## src/srs_pkg.sv

```systemverilog
// Constants, types and carriers shared by the stop reaction selector
package srs_pkg;

  // ----------------------------------------------------------------
  // Object dictionary indices of the option codes
  // ----------------------------------------------------------------
  localparam logic [15:0] IDX_QUICK_STOP = 16'h605A;  // Quick stop action
  localparam logic [15:0] IDX_SHUTDOWN   = 16'h605B;  // Shutdown action
  localparam logic [15:0] IDX_DISABLE    = 16'h605C;  // Disable action
  localparam logic [15:0] IDX_HALT       = 16'h605D;  // Halt action
  localparam logic [15:0] IDX_FAULT      = 16'h605E;  // Fault action

  // ----------------------------------------------------------------
  // Reset values of the option codes
  // ----------------------------------------------------------------
  localparam logic [15:0] RST_QUICK_STOP = 16'h0001;
  localparam logic [15:0] RST_SHUTDOWN   = 16'h0001;
  localparam logic [15:0] RST_DISABLE    = 16'h0001;
  localparam logic [15:0] RST_HALT       = 16'h0001;
  localparam logic [15:0] RST_FAULT      = 16'h0002;

  // ----------------------------------------------------------------
  // Option code values
  // ----------------------------------------------------------------
  localparam logic [15:0] CODE_IMMEDIATE = 16'h0000;  // Immediate stop
  localparam logic [15:0] CODE_SLOW      = 16'h0001;  // Slow-down ramp
  localparam logic [15:0] CODE_QUICK     = 16'h0002;  // Quick stop ramp

  // ----------------------------------------------------------------
  // Event slots, also their priority order (higher slot wins)
  // ----------------------------------------------------------------
  localparam int NUM_EVT    = 5;
  localparam int SLOT_HALT  = 0;
  localparam int SLOT_DIS   = 1;
  localparam int SLOT_SHUT  = 2;
  localparam int SLOT_QS    = 3;
  localparam int SLOT_FAULT = 4;

  // Which code table a decoder applies
  typedef enum logic [2:0] {
    SRS_KIND_QS    = 3'b000,
    SRS_KIND_SHUT  = 3'b001,
    SRS_KIND_DIS   = 3'b010,
    SRS_KIND_HALT  = 3'b011,
    SRS_KIND_FAULT = 3'b100
  } srs_kind_t;

  // Ramp demanded from the motion core
  typedef enum logic [1:0] {
    SRS_RAMP_NONE  = 2'b00,
    SRS_RAMP_IMM   = 2'b01,
    SRS_RAMP_SLOW  = 2'b10,
    SRS_RAMP_QUICK = 2'b11
  } srs_ramp_t;

  // Decoded reaction of one option code
  typedef struct packed {
    logic      valid;     // Code is not reserved
    srs_ramp_t ramp;      // Stopping ramp
    logic      to_sod;    // Move to switch-on-disabled once stopped
  } srs_act_t;

  // Object dictionary request
  typedef struct packed {
    logic        wr;
    logic        rd;
    logic [15:0] index;
    logic [15:0] wdata;
  } srs_od_req_t;

  // Object dictionary answer
  typedef struct packed {
    logic        ack;
    logic        err;
    logic [15:0] rdata;
  } srs_od_rsp_t;

  // Events from the power state machine and control word
  typedef struct packed {
    logic fault;        // Error occurred (pulse)
    logic quick_stop;   // Entry into quick stop (pulse)
    logic shutdown;     // Operation enabled to ready to switch on (pulse)
    logic disable_op;   // Operation enabled to switched on (pulse)
    logic halt;         // Control word halt bit (level)
  } srs_evt_t;

  // Velocity mode deceleration record
  typedef struct packed {
    logic [31:0] delta_speed;
    logic [15:0] delta_time;
  } srs_decel_t;

endpackage

```

## src/srs_decode.sv

```systemverilog
// Option code decoder: one code and its table to a stopping reaction
module srs_decode (
  // Code and table selection
  input  wire logic [15:0]       code,
  input  wire srs_pkg::srs_kind_t kind,
  // Decoded reaction
  output srs_pkg::srs_act_t      act
);

  // ----------------------------------------------------------------
  // Table lookup; anything not listed stays invalid
  // ----------------------------------------------------------------
  always_comb begin
    act = '{valid: 1'b0, ramp: srs_pkg::SRS_RAMP_NONE, to_sod: 1'b0};
    case (kind)
      srs_pkg::SRS_KIND_QS: begin
        // Both ramps end in switch-on-disabled
        if (code == srs_pkg::CODE_IMMEDIATE) begin
          act = '{1'b1, srs_pkg::SRS_RAMP_IMM, 1'b0};
        end else if (code == srs_pkg::CODE_SLOW) begin
          act = '{1'b1, srs_pkg::SRS_RAMP_SLOW, 1'b1};
        end else if (code == srs_pkg::CODE_QUICK) begin
          act = '{1'b1, srs_pkg::SRS_RAMP_QUICK, 1'b1};
        end
      end
      srs_pkg::SRS_KIND_SHUT, srs_pkg::SRS_KIND_DIS: begin
        // Shutdown and disable share one table
        if (code == srs_pkg::CODE_IMMEDIATE) begin
          act = '{1'b1, srs_pkg::SRS_RAMP_IMM, 1'b0};
        end else if (code == srs_pkg::CODE_SLOW) begin
          act = '{1'b1, srs_pkg::SRS_RAMP_SLOW, 1'b1};
        end
      end
      srs_pkg::SRS_KIND_HALT: begin
        // Zero is reserved here, unlike the other tables
        if (code == srs_pkg::CODE_SLOW) begin
          act = '{1'b1, srs_pkg::SRS_RAMP_SLOW, 1'b0};
        end else if (code == srs_pkg::CODE_QUICK) begin
          act = '{1'b1, srs_pkg::SRS_RAMP_QUICK, 1'b0};
        end
      end
      srs_pkg::SRS_KIND_FAULT: begin
        // Fault never forces a state change by itself
        if (code == srs_pkg::CODE_IMMEDIATE) begin
          act = '{1'b1, srs_pkg::SRS_RAMP_IMM, 1'b0};
        end else if (code == srs_pkg::CODE_SLOW) begin
          act = '{1'b1, srs_pkg::SRS_RAMP_SLOW, 1'b0};
        end else if (code == srs_pkg::CODE_QUICK) begin
          act = '{1'b1, srs_pkg::SRS_RAMP_QUICK, 1'b0};
        end
      end
      default: begin
        act = '{1'b0, srs_pkg::SRS_RAMP_NONE, 1'b0};
      end
    endcase
  end

endmodule

```

## src/srs_top.sv

```systemverilog
// Stop reaction selector: option code objects and stopping sequencer

module srs_top (
  // Clock and reset
  input  wire logic                 clk_sys,
  input  wire logic                 reset,
  // Object dictionary access
  input  wire srs_pkg::srs_od_req_t od_req,
  output srs_pkg::srs_od_rsp_t      od_rsp,
  // Drive events and motion status
  input  wire srs_pkg::srs_evt_t    evt,
  input  wire logic                 motor_stopped,
  input  wire logic                 vel_mode,
  input  wire srs_pkg::srs_decel_t  vl_quick_decel,
  // Stopping commands
  output srs_pkg::srs_ramp_t        ramp_cmd,
  output srs_pkg::srs_decel_t       ramp_decel,
  output logic                      ramp_use_vl,
  output logic                      sod_req,
  output logic [4:0]                code_invalid,
  output logic                      busy
);

  // ----------------------------------------------------------------
  // Declarations
  // ----------------------------------------------------------------
  typedef enum logic [1:0] {
    SRS_ST_IDLE  = 2'b00,  // No reaction running
    SRS_ST_BRAKE = 2'b01,  // Ramp running until standstill
    SRS_ST_HALT  = 2'b10   // Halt braking, held while halt bit set
  } srs_state_t;

  logic [15:0]          code [srs_pkg::NUM_EVT];  // Option codes by slot
  srs_pkg::srs_act_t    act  [srs_pkg::NUM_EVT];  // Decoded reactions
  logic [srs_pkg::NUM_EVT-1:0] req;              // Event present per slot
  srs_state_t           state;                   // Sequencer state
  srs_state_t           next_state;
  srs_pkg::srs_ramp_t   next_ramp;
  logic                 cur_sod;                 // Running reaction ends in SOD
  logic                 next_sod;
  logic                 pick_ok;                 // A valid event was picked
  srs_pkg::srs_act_t    pick;                    // Highest priority valid reaction
  logic                 pick_halt;               // Picked reaction is the halt one

  // Maps an index to its slot; NUM_EVT when not an option code
  function automatic int unsigned slot_of(input logic [15:0] idx);
    case (idx)
      srs_pkg::IDX_HALT:       slot_of = srs_pkg::SLOT_HALT;
      srs_pkg::IDX_DISABLE:    slot_of = srs_pkg::SLOT_DIS;
      srs_pkg::IDX_SHUTDOWN:   slot_of = srs_pkg::SLOT_SHUT;
      srs_pkg::IDX_QUICK_STOP: slot_of = srs_pkg::SLOT_QS;
      srs_pkg::IDX_FAULT:      slot_of = srs_pkg::SLOT_FAULT;
      default:                 slot_of = srs_pkg::NUM_EVT;
    endcase
  endfunction

  // Slot table kinds and reset values
  localparam srs_pkg::srs_kind_t KINDS [srs_pkg::NUM_EVT] = '{
    srs_pkg::SRS_KIND_HALT, srs_pkg::SRS_KIND_DIS, srs_pkg::SRS_KIND_SHUT,
    srs_pkg::SRS_KIND_QS, srs_pkg::SRS_KIND_FAULT};
  localparam logic [15:0] RSTS [srs_pkg::NUM_EVT] = '{
    srs_pkg::RST_HALT, srs_pkg::RST_DISABLE, srs_pkg::RST_SHUTDOWN,
    srs_pkg::RST_QUICK_STOP, srs_pkg::RST_FAULT};

  assign req = {evt.fault, evt.quick_stop, evt.shutdown, evt.disable_op, evt.halt};

  // ----------------------------------------------------------------
  // Option code storage and decoding, one per event slot
  // ----------------------------------------------------------------
  generate
    for (genvar i = 0; i < srs_pkg::NUM_EVT; i++) begin : g_slot
      // Any value is stored; a reserved one is flagged instead of refused
      always_ff @(posedge clk_sys) begin
        if (reset) begin
          code[i] <= RSTS[i];
        end else if (od_req.wr && slot_of(od_req.index) == i) begin
          code[i] <= od_req.wdata;
        end
      end

      srs_decode u_dec (
        .code (code[i]),
        .kind (KINDS[i]),
        .act  (act[i])
      );

      assign code_invalid[i] = !act[i].valid;
    end
  endgenerate

  // ----------------------------------------------------------------
  // Object dictionary answer, one cycle after the request
  // ----------------------------------------------------------------
  always_ff @(posedge clk_sys) begin
    if (reset) begin
      od_rsp <= '0;
    end else begin
      od_rsp.ack <= od_req.wr || od_req.rd;
      // Unknown index answers with an error and zero data
      od_rsp.err <= (od_req.wr || od_req.rd) && slot_of(od_req.index) == srs_pkg::NUM_EVT;
      if (od_req.rd && slot_of(od_req.index) != srs_pkg::NUM_EVT) begin
        od_rsp.rdata <= code[slot_of(od_req.index)];
      end else begin
        od_rsp.rdata <= 16'h0000;
      end
    end
  end

  // ----------------------------------------------------------------
  // Priority pick: fault, quick stop, shutdown, disable, halt
  // ----------------------------------------------------------------
  always_comb begin
    pick_ok   = 1'b0;
    pick      = '0;
    pick_halt = 1'b0;
    // Lowest slot first so the highest valid one is left standing;
    // a reserved code is skipped, so a lower event may still act
    for (int i = 0; i < srs_pkg::NUM_EVT; i++) begin
      if (req[i] && act[i].valid) begin
        pick_ok   = 1'b1;
        pick      = act[i];
        pick_halt = (i == srs_pkg::SLOT_HALT);
      end
    end
  end

  // ----------------------------------------------------------------
  // Sequencer next state
  // ----------------------------------------------------------------
  always_comb begin
    next_state = state;
    next_ramp  = ramp_cmd;
    next_sod   = cur_sod;
    case (state)
      SRS_ST_IDLE, SRS_ST_HALT: begin
        // Halt may be overtaken by any stronger event
        if (pick_ok && !(state == SRS_ST_HALT && pick_halt)) begin
          next_state = pick_halt ? SRS_ST_HALT : SRS_ST_BRAKE;
          next_ramp  = pick.ramp;
          next_sod   = pick.to_sod;
        end else if (state == SRS_ST_HALT && !evt.halt) begin
          // Halt released: motion resumes under the mode's control
          next_state = SRS_ST_IDLE;
          next_ramp  = srs_pkg::SRS_RAMP_NONE;
        end
      end
      SRS_ST_BRAKE: begin
        // A fault asking for a different ramp still takes over a running ramp
        if (evt.fault && act[srs_pkg::SLOT_FAULT].valid &&
            act[srs_pkg::SLOT_FAULT].ramp != ramp_cmd) begin
          next_ramp = act[srs_pkg::SLOT_FAULT].ramp;
          next_sod  = 1'b0;
        end else if (motor_stopped) begin
          next_state = SRS_ST_IDLE;
          next_ramp  = srs_pkg::SRS_RAMP_NONE;
          next_sod   = 1'b0;
        end
      end
      default: begin
        next_state = SRS_ST_IDLE;
        next_ramp  = srs_pkg::SRS_RAMP_NONE;
        next_sod   = 1'b0;
      end
    endcase
  end

  // ----------------------------------------------------------------
  // Sequencer registers
  // ----------------------------------------------------------------
  always_ff @(posedge clk_sys) begin
    if (reset) begin
      state    <= SRS_ST_IDLE;
      ramp_cmd <= srs_pkg::SRS_RAMP_NONE;
      cur_sod  <= 1'b0;
    end else begin
      state    <= next_state;
      ramp_cmd <= next_ramp;
      cur_sod  <= next_sod;
    end
  end

  // Switch-on-disabled request once the ramp has reached standstill
  always_ff @(posedge clk_sys) begin
    if (reset) begin
      sod_req <= 1'b0;
    end else begin
      sod_req <= state == SRS_ST_BRAKE && next_state == SRS_ST_IDLE && cur_sod;
    end
  end

  // Velocity mode quick ramp comes from its own deceleration record
  always_ff @(posedge clk_sys) begin
    if (reset) begin
      ramp_use_vl <= 1'b0;
      ramp_decel  <= '0;
    end else begin
      ramp_use_vl <= vel_mode && next_ramp == srs_pkg::SRS_RAMP_QUICK;
      ramp_decel  <= (vel_mode && next_ramp == srs_pkg::SRS_RAMP_QUICK) ?
                     vl_quick_decel : '0;
    end
  end

  assign busy = state != SRS_ST_IDLE;
endmodule

```

## config.mk

```make
export PLATFORM = sky130hd
export DESIGN_NAME = srs_top
export DESIGN_NICKNAME = d
export VERILOG_FILES = /design/src/srs_pkg.sv /design/src/srs_decode.sv /design/src/srs_top.sv
export SDC_FILE = /design/constraint.sdc
export NUM_CORES = 1
export LEC_CHECK = 0
export BUFFER_PORTS_ARGS = -buffer_cell sky130_fd_sc_hd__buf_4
export CAP_MARGIN = 20
export CORE_UTILIZATION = 50
export DETAILED_ROUTE_END_ITERATION = 10
export PLACE_DENSITY = 0.8
export SYNTH_ARGS = -nofsm -noshare
export SYNTH_HDL_FRONTEND = slang
export SYNTH_SLANG_ARGS = --single-unit
```

## constraint.sdc

```tcl
create_clock -name clk_sys -period 3.2 [get_ports clk_sys]
set_input_delay 0 -clock clk_sys [delete_from_list [all_inputs] [get_ports clk_sys]]
set_output_delay 0 -clock clk_sys [all_outputs]
set_load 0.05 [all_outputs]
```

==> flow_metrics.tcl <==
set metrics [dict create \
    cpPeakStageDelay_ns 0.49 \
    setup_slack_ns 0.4129 \
    cp.depth 9 \
    drt_iter0_markers 453 \
    cap_viol_max_count 0 \
    synth-warning-count 0 \
    drc 0 \
    regArea_mm2 0.003864 \
    vias_per_cell 5.502 \
    min_path_type "in -> reg" \
    relSlewSlack_pct 54.77 \
    crit_path_start_kind "flip-flop" \
    critPathKind "reg -> reg" \
    grtUsageTotal_pct 27.00 \
    clock_tree.root_cell "clkbuf_16" \
    cts_setup_buffers 0 \
    die_area_mm2 0.01411 \
    drt_first_pass_iters 5 \
    setup-tns-final_ns 0 \
    dp_slack_ns 0.5263 \
    ctsResizeCount 0 \
    synthFlopType "edfxtp_1" \
    peakVddDrop_v 0.0003708 \
    synth_edf_count 80 \
    max_slew.worst_pin.slew_ns 0.6769 \
    cts_buffers 17 \
    p_per_area_mw_per_mm2 485.3 \
    antenna_left 0 \
    drv_slew 0 \
    regToRegStartpoint "code[2][8]$_SDFFCE_PN0P_" \
    final_cell_mix "172 x buf_4, 80 x edfxtp_1, 75 x and2_1" \
    final_common_cell "buf_4" \
    dp_hpwl_um 12230 \
    rr_worst_depth 9 \
    r2r-end "ramp_decel[20]$_SDFF_PP0_" \
    syn2layout_area_growth_pct 39.48 \
    dp_cells 871 \
    avgSynthCellArea_um2 12.38 \
    stdcell_count 973 \
    ys_ff_latch 153 \
    io_pins 167 \
    cts_max_path_buffers 2 \
    die_x_um 118.8 \
    cp_max_fo 50 \
    multi_input_area_mm2 0.002699 \
    synthDistinctLibCells 59 \
    fillers 866 \
    r2r_slack_ns 0.41 \
    required_ns 3.53 \
    antenna_found_initial 0 \
    cp.arrival_ns 3.12 \
    finClkSkew_ns 0.008733 \
    num_vias 5353 \
    crit_path_end_kind "flip-flop" \
    syn-cell-area_mm2 0.006820 \
    syn-num-nets 642 \
    initial_core_util_pct 51.30 \
    slowest_stage "nor4_1" \
    chipHeight_um 118.8 \
    status "complete, no violations" \
    crit_chain "nor4_1 > and4_2 > inv_2 > o22ai_1 > a2111oi_0 > a211o_1 > and3_2 > buf_12 > nor3b_2" \
    cts_tree "yes" \
    ys_seq_area_share_pct 56.65 \
    wl_um 18480 \
    nets 875 \
    grt_pass1_vias 5323 \
    grt_first_pass_wirelength_um 28930 \
    htreeDepth 4 \
    rows 42 \
    wl_per_cell_um 18.99 \
    core_area_mm2 0.01330 \
    critical_path_buf_inv_count 2 \
    grt_overflow 0 \
    num_antenna_cells 0 \
    cts_sinks 153 \
    clk_pin_slew_worst_paths_ns 0.06 \
    fmax_ghz 0.3588 \
    numPortBuffers 166 \
    hold_viol 0 \
    fin_crit_sh_pct 87.10 \
    gp_congestion 0.9140 \
    leakagePower_nw 3.671 \
    ctsHoldBuffers 70 \
    netlist_instances 551 \
    critPathTopFamily "simple AND/OR/NAND/NOR gates" \
    grt_start_max_net_pins 51 \
    endpoint "ramp_decel[20]$_SDFF_PP0_" \
    async_reset_ff_share_pct 0 \
    period_minus_slack_ns 2.787 \
    rsz0062_at_grt "false" \
    insertion_delay_ns 0.43 \
    startpoint "code[2][8]$_SDFFCE_PN0P_" \
    final-setup-viol-count 0 \
    layout-drive-gt1-share_pct 34.63 \
]
Yosys cell counts, types with 3 or more instances:
cell,number,area [um2]
nand2_1,19,71.32
nor3b_1,6,45.04
o21ai_0,3,15.01
and4_1,4,35.03
buf_1,3,11.26
a21oi_1,3,15.01
inv_1,12,45.04
nand2b_1,8,50.05
nor3_1,7,35.03
nor3b_2,48,600.6
and3_1,5,31.28
nor4_2,3,37.54
a211oi_1,16,120.1
and2_1,75,469.2
nor4_4,5,106.4
xor2_1,3,26.28
dfxtp_1,73,1461
nor4b_1,5,43.79
nand4_1,6,37.54
nand3_1,7,35.03
clkbuf_1,14,52.55
a221oi_1,16,140.1
mux2i_1,18,180.2
buf_12,4,80.08
nor2_1,49,183.9
edfxtp_1,80,2402
buf_2,3,15.01
nor4_1,14,87.58
buf_6,3,33.78
how the worst min path moves through the flow:
stage / startpoint / end / slack (ns) / cells past startpoint
6_report: od_req[17] / od_rsp[16]$_SDFF_PP0_ / 0.04 / 4
5_1_grt: od_req[17] / od_rsp[16]$_SDFF_PP0_ / 0.11 / 4
4_1_cts: od_req[17] / od_rsp[16]$_SDFF_PP0_ / 0.03 / 4
3_5_place_dp: od_req[32] / od_rsp[17]$_SDFF_PP0_ / 0.24 / 3
3_3_place_gp: od_req[32] / od_rsp[17]$_SDFF_PP0_ / 0.23 / 3
2_1_floorplan: od_req[33] / od_rsp[17]$_SDFF_PP0_ / 0.13 / 2
per-layer routing:
metal / vias up / wire length [um] / global-route usage, %
met5: - / 0 / 0
met4: 0 / 501 / 11.55
met3: 40 / 1247 / 5.019
met2: 255 / 9296 / 46.24
met1: 2559 / 7436 / 33.26
li1: 2499 / - / -
sequential cells by signal, summed over array words and instances, names as in the netlist:
| register | flops |
|---|---|
| code | 80 |
| cur_sod | 1 |
| od_rsp | 18 |
| ramp_cmd | 2 |
| ramp_decel | 48 |
| ramp_use_vl | 1 |
| sod_req | 1 |
| state | 2 |
through the flow:
stage	power, mW	instance area [um2]	util, %	hold WS, ns
final	4.617	9513	71.55	0.04156
after global routing	4.759	9513	71.55	0.1053
after CTS	4.612	9513	71.55	0.02590
after global placement	2.416	8163	61.40	0.2292
after detailed placement	2.426	8163	61.40	0.2387
after floorplan	2.284	6820	-	0.1253
report_power, final:
group | switching (mW) | internal [mW]
clock network | 0.808 | 1.34
logic | 0.124 | 0.175
registers | 0.0489 | 2.12
total | 0.982 | 3.63
worst min-delay path, cell delays in order:
cell and delay (ns):
buf_4 0.12, nand2_1 0.05, a21oi_1 0.18, nor3_1 0.07
cells by family (layout without fill, tap and decap cells):
group / Yosys count / in the layout / synth area share, %
AO/OA/AOI/OAI: 61 / 61 / 7.430
AND/OR/NAND/NOR: 272 / 272 / 28.78
flip-flops: 153 / 153 / 56.65
buffers and inverters: 43 / 289 / 3.981
multiplexers: 18 / 18 / 2.642
XOR/XNOR: 4 / 4 / 0.5138
layout make-up:
class                   count  share of cell area [%]
flip-flops and latches    153                   40.62
clock buffers              22                   5.564
repair buffers            244                   21.36
clock inverters            10                   1.263
well taps                 176                   2.315
multi-input cells         355                   28.37
inverters                  13                  0.5130
(Power assumes the default switching activity.)
